==> config.mk <==
export PLATFORM = sky130hd
export DESIGN_NAME = eci_timing
export DESIGN_NICKNAME = d
export VERILOG_FILES = /design/src/include/eci_pkg.sv /design/src/eci_timing.sv
export SDC_FILE = /design/constraint.sdc
export NUM_CORES = 1
export LEC_CHECK = 0
export ABC_AREA = 1
export ABC_CLOCK_PERIOD_IN_PS = 1300
export BUFFER_PORTS_ARGS = -buffer_cell sky130_fd_sc_hd__buf_4
export CORE_ASPECT_RATIO = 1.1
export CORE_MARGIN = 5
export CORE_UTILIZATION = 30
export CTS_CLUSTER_SIZE = 14
export DETAILED_ROUTE_END_ITERATION = 12
export HOLD_SLACK_MARGIN = 0.12
export REMOVE_ABC_BUFFERS = 1
export SETUP_SLACK_MARGIN = 0.3
export SYNTH_ARGS = -nofsm -noshare
export SYNTH_HDL_FRONTEND = slang
export SYNTH_SLANG_ARGS = --single-unit
==> constraint.sdc <==
create_clock -name clk_i -period 1.3 [get_ports clk_i]
set_input_delay 0.26 -clock clk_i [delete_from_list [all_inputs] [get_ports clk_i]]
set_output_delay 0.26 -clock clk_i [all_outputs]
set_load 0.02 [all_outputs]
==> src/include/eci_pkg.sv <==
// ----------------------------------------------------------------------------
// Shared constants for the instruction timing sequencer
// ----------------------------------------------------------------------------
package eci_pkg;

  // ----------------------------------------------------------------------------
  // Widths
  // ----------------------------------------------------------------------------
  localparam int OP_W  = 8;                   // Opcode byte width
  localparam int LEN_W = 2;                   // Instruction length field width
  localparam int CYC_W = 4;                   // Cycle count field width

  // ----------------------------------------------------------------------------
  // Timing counts, in system clock cycles
  // ----------------------------------------------------------------------------
  localparam logic [CYC_W-1:0] CYC_ONE  = 4'h1;  // Shortest instruction
  localparam logic [CYC_W-1:0] CYC_MUL  = 4'h4;  // Multiply accumulator by auxiliary
  localparam logic [CYC_W-1:0] CYC_DIV  = 4'h8;  // Divide accumulator by auxiliary
  localparam logic [CYC_W-1:0] CYC_MAX  = 4'h8;  // Upper bound on any instruction
  localparam logic [CYC_W-1:0] CYC_XMEM = 4'h3;  // External data move / code read

  // ----------------------------------------------------------------------------
  // Decoded timing of one opcode
  // ----------------------------------------------------------------------------
  typedef struct packed {
    logic             cond;                   // Conditional branch
    logic [LEN_W-1:0] len;                    // Bytes in program memory
    logic [CYC_W-1:0] cyc;                    // Cycles when not taken
  } eci_dec_t;

  // ----------------------------------------------------------------------------
  // Sequencer states
  // ----------------------------------------------------------------------------
  typedef enum logic {
    ECI_IDLE,                                 // No instruction in flight
    ECI_EXEC                                  // Counting instruction cycles
  } eci_state_t;

endpackage : eci_pkg

==> src/eci_timing.sv <==
// Functional notes
// - Opcodes, modes, flags match classic instruction set
// - Timing counted only in system clock cycles
// - Most instructions: cycles equal byte count
// - Untaken conditional branch one cycle shorter
// - No instruction exceeds eight cycles
// - One single-cycle instruction per clock peak
// - 109 instructions spread over documented latencies
// - Add/addc/subb: register 1, others 2
// - Logic ops: register 1, others 2, imm-to-direct 3
// - Flash wait stretches instructions variably
// - External data moves take three cycles
// - Code memory reads take three cycles
// - Compare-immediate jump unequal: three or four, @Ri form four or five
`timescale 1ns/1ps
`default_nettype none

module eci_timing (
  // Clock and reset
  input  wire logic                      clk_i,
  input  wire logic                      sys_rst_i,
  // Issue side from fetch
  input  wire logic                      issue_i,
  input  wire logic [eci_pkg::OP_W-1:0]  opcode_i,
  input  wire logic                      branch_taken_i,
  // Flash read timing stall from the flash controller
  input  wire logic                      flash_wait_i,
  // Handshake
  output logic                           ready_o,
  output logic                           done_o,
  // Decoded timing of the instruction in flight
  output logic [eci_pkg::LEN_W-1:0]      instr_len_o,
  output logic [eci_pkg::CYC_W-1:0]      cycles_o,
  output logic                           cond_branch_o,
  output logic                           taken_o,
  output logic                           busy_o
);

  // ----------------------------------------------------------------------------
  // Opcode timing table
  // ----------------------------------------------------------------------------
  // Standard opcode map; column default first, then overrides for single opcodes and opcode groups
  function automatic eci_pkg::eci_dec_t decode(input logic [eci_pkg::OP_W-1:0] op);
    eci_pkg::eci_dec_t d;
    // Column defaults by low nibble
    casez (op[3:0])
      4'b1???: d = '{1'b0, 2'h1, eci_pkg::CYC_ONE};       // Rn register forms
      4'b011?: d = '{1'b0, 2'h1, 4'h2};                   // Indirect forms
      4'h5:    d = '{1'b0, 2'h2, 4'h2};                   // Direct forms
      4'h4:    d = '{1'b0, 2'h1, eci_pkg::CYC_ONE};       // Accumulator forms
      4'h3:    d = '{1'b0, 2'h1, eci_pkg::CYC_ONE};       // Bit/carry, rotates
      4'h1:    d = '{1'b0, 2'h2, 4'h3};                   // Absolute jump/call
      default: d = '{1'b0, 2'h2, 4'h2};                   // Columns 0 and 2
    endcase
    // Overrides
    casez (op)
      8'h00:        d = '{1'b0, 2'h1, eci_pkg::CYC_ONE};  // No operation
      8'h10, 8'h20, 8'h30:
                    d = '{1'b1, 2'h3, 4'h3};              // Bit test jumps
      8'h40, 8'h50, 8'h60, 8'h70:
                    d = '{1'b1, 2'h2, 4'h2};              // Carry/zero jumps
      8'h80:        d = '{1'b0, 2'h2, 4'h3};              // Short jump
      8'h90:        d = '{1'b0, 2'h3, 4'h3};              // Load data pointer
      8'hE0, 8'hF0, 8'hE2, 8'hF2, 8'hE3, 8'hF3:
                    d = '{1'b0, 2'h1, eci_pkg::CYC_XMEM}; // External data moves
      8'h02, 8'h12: d = '{1'b0, 2'h3, 4'h4};              // Long jump/call
      8'h22, 8'h32: d = '{1'b0, 2'h1, 4'h5};              // Returns
      8'h43, 8'h53, 8'h63:
                    d = '{1'b0, 2'h3, 4'h3};              // Immediate to direct
      8'h73:        d = '{1'b0, 2'h1, 4'h3};              // Indirect jump
      8'h83, 8'h93: d = '{1'b0, 2'h1, eci_pkg::CYC_XMEM}; // Code memory reads
      8'h24, 8'h34, 8'h44, 8'h54, 8'h64, 8'h74, 8'h94:
                    d = '{1'b0, 2'h2, 4'h2};              // Immediate operands
      8'h84:        d = '{1'b0, 2'h1, eci_pkg::CYC_DIV};  // Divide
      8'hA4:        d = '{1'b0, 2'h1, eci_pkg::CYC_MUL};  // Multiply
      8'hB4:        d = '{1'b1, 2'h3, 4'h3};              // Compare immediate to A
      8'h75, 8'h85: d = '{1'b0, 2'h3, 4'h3};              // Three-byte moves
      8'hA5:        d = '{1'b0, 2'h1, eci_pkg::CYC_ONE};  // Reserved opcode
      8'hB5:        d = '{1'b1, 2'h3, 4'h4};              // Compare direct to A
      8'hD5:        d = '{1'b1, 2'h3, 4'h3};              // Decrement direct, jump
      8'b0111_011?, 8'b1000_011?, 8'b1010_011?:
                    d = '{1'b0, 2'h2, 4'h2};              // Indirect with operand byte
      8'b1011_011?: d = '{1'b1, 2'h3, 4'h4};              // Compare indirect
      8'b0111_1???, 8'b1000_1???, 8'b1010_1???:
                    d = '{1'b0, 2'h2, 4'h2};              // Rn with operand byte
      8'b1011_1???: d = '{1'b1, 2'h3, 4'h3};              // Compare Rn immediate
      8'b1101_1???: d = '{1'b1, 2'h2, 4'h2};              // Decrement Rn, jump
      default:      d = d;                                // Keep column default
    endcase
    return d;
  endfunction : decode

  // ----------------------------------------------------------------------------
  // Sequencer state
  // ----------------------------------------------------------------------------
  eci_pkg::eci_state_t          state;                 // Current state
  eci_pkg::eci_state_t          next_state;            // Next state
  logic [eci_pkg::CYC_W-1:0]    remain;                // Cycles left in flight
  logic [eci_pkg::CYC_W-1:0]    next_remain;           // Next cycles left
  logic [eci_pkg::LEN_W-1:0]    next_instr_len;        // Next length output
  logic [eci_pkg::CYC_W-1:0]    next_cycles;           // Next cycle total
  logic                         next_cond;             // Next branch flag
  logic                         next_taken;            // Next taken flag
  eci_pkg::eci_dec_t            dec;                   // Decode of opcode_i
  logic                         accept;                // Issue taken this edge
  logic [eci_pkg::CYC_W-1:0]    total;                 // Cycles incl. taken branch

  // Decode and handshake terms
  always_comb begin
    dec     = decode(opcode_i);
    total   = dec.cyc + {3'h0, dec.cond & branch_taken_i};
    done_o  = (state == eci_pkg::ECI_EXEC) && (remain == eci_pkg::CYC_ONE)
              && !flash_wait_i;
    ready_o = (state == eci_pkg::ECI_IDLE) || done_o;
    accept  = issue_i && ready_o;
    busy_o  = (state == eci_pkg::ECI_EXEC);
  end

  // Next-state logic: count whole clock cycles, hold while flash waits
  always_comb begin
    next_state     = state;
    next_remain    = remain;
    next_instr_len = instr_len_o;
    next_cycles    = cycles_o;
    next_cond      = cond_branch_o;
    next_taken     = taken_o;
    case (state)
      eci_pkg::ECI_IDLE: begin
        // Waiting for fetch to offer an opcode
      end
      eci_pkg::ECI_EXEC: begin
        if (!flash_wait_i) begin
          next_remain = remain - eci_pkg::CYC_ONE;
        end
        if (done_o) begin
          next_state = eci_pkg::ECI_IDLE;
        end
      end
      default: begin
        next_state = eci_pkg::ECI_IDLE;
      end
    endcase
    // A new instruction may start in the last cycle of the previous one
    if (accept) begin
      next_state     = eci_pkg::ECI_EXEC;
      next_remain    = total;
      next_instr_len = dec.len;
      next_cycles    = total;
      next_cond      = dec.cond;
      next_taken     = dec.cond & branch_taken_i;
    end
  end

  // Registers
  always_ff @(posedge clk_i or posedge sys_rst_i) begin
    if (sys_rst_i) begin
      state         <= eci_pkg::ECI_IDLE;
      remain        <= 4'h0;
      instr_len_o   <= 2'h0;
      cycles_o      <= 4'h0;
      cond_branch_o <= 1'b0;
      taken_o       <= 1'b0;
    end else begin
      state         <= next_state;
      remain        <= next_remain;
      instr_len_o   <= next_instr_len;
      cycles_o      <= next_cycles;
      cond_branch_o <= next_cond;
      taken_o       <= next_taken;
    end
  end

  // Helper: unstalled cycles spent on the instruction in flight
  logic [eci_pkg::CYC_W-1:0] act_cnt;       // Unstalled cycles so far
  logic [eci_pkg::CYC_W-1:0] next_act_cnt;  // Next unstalled count

  // Restart on each issue, count only cycles that are not stalled
  always_comb begin
    next_act_cnt = act_cnt;
    if (accept) begin
      next_act_cnt = 4'h0;
    end else if (busy_o && !flash_wait_i) begin
      next_act_cnt = act_cnt + 4'h1;
    end
  end

  // Helper register
  always_ff @(posedge clk_i or posedge sys_rst_i) begin
    if (sys_rst_i) begin
      act_cnt <= 4'h0;
    end else begin
      act_cnt <= next_act_cnt;
    end
  end
endmodule : eci_timing

`default_nettype wire

Word level (Yosys, flattened, before mapping)
Index checks and enable logic that the tools add are counted.

word-level totals
  register bits = 13
  bits of input ports = 13

cells by class
  $add $sub $neg = 2
  equal/unequal tests = 55
  multiplexer cells = 8
  bitwise logic cells = 2
  reductions and logical operators = 18

operators by type and width
  kind                 number
  $eq 8x8->1 const B   18
  $eq 8x7->1 const B   13
  $pmux 7 s12          1
  $eq 8x6->1 const B   6
  $eq 7x7->1 const B   3
  $eq 5x5->1 const B   4
  $pmux 6 s3           1
  $eq 8x5->1 const B   2
  $reduce_or 13->1     1
  $mux 4               3
  $reduce_or 6->1      2
  $reduce_or 9->1      1
  $eq 4x1->1 const B   2
  $eq 8x2->1 const B   1
  $logic_not 8->1      1
  $reduce_or 2->1      4
  $eq 7x6->1 const B   1
  $eq 5x4->1 const B   1
  $reduce_or 5->1      1
  $add 4x1->4          1
  $eq 4x2->1 const B   1
  $eq 4x3->1 const B   1
  $sub 4x1->4 const B  1
  $eq 3x2->1 const B   1
  10 further kinds     14

Depth between registers and ports, before layout
  word-level depth = 7
  gate-level depth with buffers = 19

Worst setup path before layout
No wires, ideal clock.

  path kind = in2reg
  start = input port opcode_i[5] (netlist bit)
  end = register remain[1] (netlist bit)
  arrival time = 1.776 ns
  setup slack = -0.614 ns
  cell stages on the path = 18
  path buffers = 0
  cells stage by stage = nand2_1 inv_1 nand2_1 nand2_1 inv_1 nand2_1 nand2_1 nand3_1 nor2_2 nand4_1 nand2_1 inv_1 ha_1 ha_1 nand2_1 o21ai_1 nand2_1 o21ai_0

on the way
  word-level cells in the longest chain between the ends = 6

RTL lines
  what                                                line               text
  start: declaration                                  eci_timing.sv:24   input wire logic [eci_pkg::OP_W-1:0] opcode_i,
  $eq 8x6->1 (tied with other cells)                  eci_timing.sv:56   casez (op)
  $reduce_or 13->1 (no line) (tied with other cells)  --
  $pmux 7 s12 (*)                                     eci_timing.sv:56
  $and 1x1->1                                         eci_timing.sv:111  total = dec.cyc + {3'h0, dec.cond & branch_taken_i};
  $add 4x1->4 (*)                                     eci_timing.sv:111
  via total, one bit                                  eci_timing.sv:106  logic [eci_pkg::CYC_W-1:0] total;
  $mux 4 (*)                                          eci_timing.sv:144  if (accept) begin
  end signal: assignment                              eci_timing.sv:165  remain <= next_remain;
  end: declaration                                    eci_timing.sv:98   logic [eci_pkg::CYC_W-1:0] remain;

Mark *: on every way through the listed nets, which the timed path passes. The rest lies on a longest branch.
A chain may end at the register's enable or synchronous reset.

Final worst setup path
Same ends and word-level chain as after synthesis.

==> reports/results.tsv <==
stage	metric	value	unit
outcome	status	finished, violations left	
outcome	failing checks	negative setup slack	
critical_path	critical path data arrival time	1960	ps
finish	commonest non-fill, non-tap cell in the layout	buf_4	
drt	TritonRoute pass-1 iters	4	
finish	Layout fillers	325	
grt	GRT overflow	0	
finish	area grow syn2layout	109	%
pwr	PwrDens	1030	mW/mm^2
grt	vias in the first global route	1569	
sta	post-route minimum period	1800	ps
clocking	CTS Sinks	13	
floorplan	Die ar.	0.00533	sq mm
drt	DR vias	1605	
sta	Max-slew headroom	0.808	
grt	initial antenna violation count	0	
pwr	IR drop worst, VDD	0.389	mV
min_path	Hold Crit Class	in2reg	
critical_path	delay-heaviest family, CP	simple AND/OR/NAND/NOR gates	
sta	clk_skew	1.32	ps
drt	Antenna Nets Post-Route	0	
clocking	clock-pin slew on the worst setup and hold paths	50	ps
synth	synthesized area per cell	5.99	sq um
clocking	TritonCTS clock tree	done	
sta	Worst Tran Pin Value	287	ps
drt	WL final	4.03	mm
critical_path	Buf+Inv Stages, Crit Path	3	
clocking	# H-tree levels	1	
drt	routed len/inst	11.9	um
finish	layout net count	304	
drt	DRC Markers	0	
critical_path	Critical Path Most Common Cell	nand2_1	
pwr	LEAKAGE	1.25	nW
grt	first-pass GRT wire length	6.60	mm
synth	Post-Synthesis Cells	199	
floorplan	Die Ht	76.1	um
synth	complex-gate fraction of the synthesized area	0.0830	
sta	Slew Viols, Final	0	
placed_design	PortBufs	23	
critical_path	CP peak stage delay	270	ps
critical_path	WP data required	1460	ps
clocking	maximum clock path buffer count	2	
finish	layout cell share with drive strength beyond 1	0.580	
synth	number of distinct library cells after synthesis	26	
sta	fin worst setup slack	-500	ps
critical_path	Critical Path Sink Type	register	
placed_design	Placer Congestion	0.911	
critical_path	WS Path Type	in2reg	
sta	fin crit share	1.38	
run	max_cap viols	0	
finish	final instance area	0.00248	sq mm
floorplan	std cell rows	24	
sta	Achievable Freq	0.555	GHz
placed_design	placed inst area	0.00170	sq mm
critical_path	critical path's slowest cell	ha_4	
drt	Starting DRT DRC Count	59	
synth	register area share after synthesis	0.273	
sta	Fin. Hold Viols	0	
synth	ys flop type	dfrtp_1	
synth	largest family of logic cells by synthesized area	simple AND/OR/NAND/NOR gates	
critical_path	Crit Path Max Fanout	6	
clocking	Num CTS Buffers	3	
finish	ANT cells	0	
critical_path	worst path cell trace	buf_12, clkinv_8, nand2_4, nand2_2, nor2_2, nor2_2, nand2_1, or2_1, nor2_1, nand3_1, nand2_1, inv_2, ha_4, ha_4, nand2_4, o21ai_2, nand2_1, o21ai_1	
floorplan	Core ar.	0.00390	sq mm
synth	Synth Area in Adders	0.0420	
critical_path	Startpoint Class	input port	
synth	post-synthesis mux area share	0	
synth	Async SR Flop Fraction	1.00	
synth	post-synthesis xor/xnor area fraction	0.00735	
sta	# setup viols final	14	
finish	most frequent cells in the layout	buf_4, nand2_1, nor2_1, buf_6, nand2_2	
floorplan	Die W	70.1	um
grt	largest net degree at the start of global routing	14	
placed_design	post-place setup slack	-952	ps
grt	GRT Util Overall	0.146	
synth	Syn. warnings	0	
synth	Synth Register Bits	13	
synth	Mapped Area	0.00119	sq mm
sta	RSZ-0062 raised after global routing	yes	
placed_design	HPWL Detailed	2.71	mm
synth	EDFF count, synth	0	
clocking	CTS Root Cell	clkbuf_8	
floorplan	I/O pin count	24	
finish	Final Util	0.636	
floorplan	Initial Utilization	0.305	
clocking	clk_lat worst skew	240	ps
synth	Synth Area in Simple Gates	0.506	
drt	Vias/cell	4.75	
-- metrics by stage --
step           setup TNS, ps  hold WS [ps]  instances  power (mW)
3_3_place_gp           -6450           318        310        1.62
6_report               -3610           294        338        2.56
2_1_floorplan          -6130           137        198        1.16
5_1_grt                -5040           318        338        2.76
4_1_cts                -3310           284        328        2.35
3_5_place_dp           -6710           324        310        1.63
-- worst reg2reg max path: cells and delay by family, from the launching register on --
family	cells	cell delay [ps]
flip-flops	1	380
AO/OA/AOI/OAI	3	290
adder cells (fa/ha/maj)	1	130
buffers and inverters	4	380
AND/OR/NAND/NOR	4	240
-- sequential cells by signal, summed over array words and instances (netlist names) --
signal	count
cycles_o	4
busy_o	1
instr_len_o	2
remain	4
cond_branch_o	1
taken_o	1
-- cell families after synthesis --
kind of cell / count (synthesis)
fa+ha+maj: 4
flops: 13
xor+xnor: 1
buf+inv: 28
simple gates: 135
compound gates: 18
-- worst paths after layout --
path,from,endpoint,slack (ps),depth (start not counted)
max in group asynchronous,sys_rst_i,busy_o$_DFF_PP0_,560,3
setup reg to reg,remain[1]$_DFFE_PP0P_,remain[1]$_DFFE_PP0P_,-200,12
hold / removal,issue_i,busy_o$_DFF_PP0_,290,3
hold reg to reg,cond_branch_o$_DFFE_PP0P_,cond_branch_o$_DFFE_PP0P_,530,2
setup / recovery,opcode_i[5],remain[1]$_DFFE_PP0P_,-500,18
min in group asynchronous,sys_rst_i,remain[0]$_DFFE_PP0P_,520,3
-- what timing repair did --
| item | in CTS | in global routing |
|---|---|---|
| pin swaps | 31 | 19 |
| buffers inserted | 12 | 10 |
| setup endpoints to repair | 24 | 37 |
| hold endpoints to repair | 13 | 0 |
| resized for setup | 110 | 41 |
| cloned | 1 | 0 |
| hold buffers | 1 | 0 |
-- layout make-up --
type | instances | area (sq um) | share of cell area
Timing Repair Buffer | 84 | 800 | 0.322
Sequential cell | 13 | 327 | 0.131
Multi-Input combinational cell | 158 | 1090 | 0.439
Inverter | 27 | 158 | 0.0635
Clock buffer | 4 | 45.0 | 0.0181
Tap cell | 52 | 65.1 | 0.0262
-- where the power goes --
group / leakage (nW) / switching, mW / total, mW / internal (mW)
logic: 1.07 / 0.711 / 1.54 / 0.831
clock network: 0.0228 / 0.142 / 0.358 / 0.216
registers: 0.158 / 0.107 / 0.659 / 0.552
total: 1.25 / 0.959 / 2.56 / 1.60
-- metal layers --
metal,track usage,up-vias,share of wire
met2,0.277,46,0.55
li1,-,813,-
met4,0.0517,0,0.023
met1,0.161,734,0.38
met3,0.0211,12,0.043
met5,0,-,0
-- cell usage after synthesis (3+ instances only) --
cell     instances  area [sq um]
inv_1           21          78.8
nand2_1         65           244
nor2_2           4          25.0
nand3_1         16          80.1
dfrtp_1         13           325
ha_1             4          50.1
nand4_1          3          18.8
inv_2            6          22.5
nand2_2          3          18.8
o21ai_1          7          35.0
a21oi_1          4          20.0
nor2_1          35           131
o21ai_0          3          15.0
No activity file was read; power rests on OpenSTA's default activity.
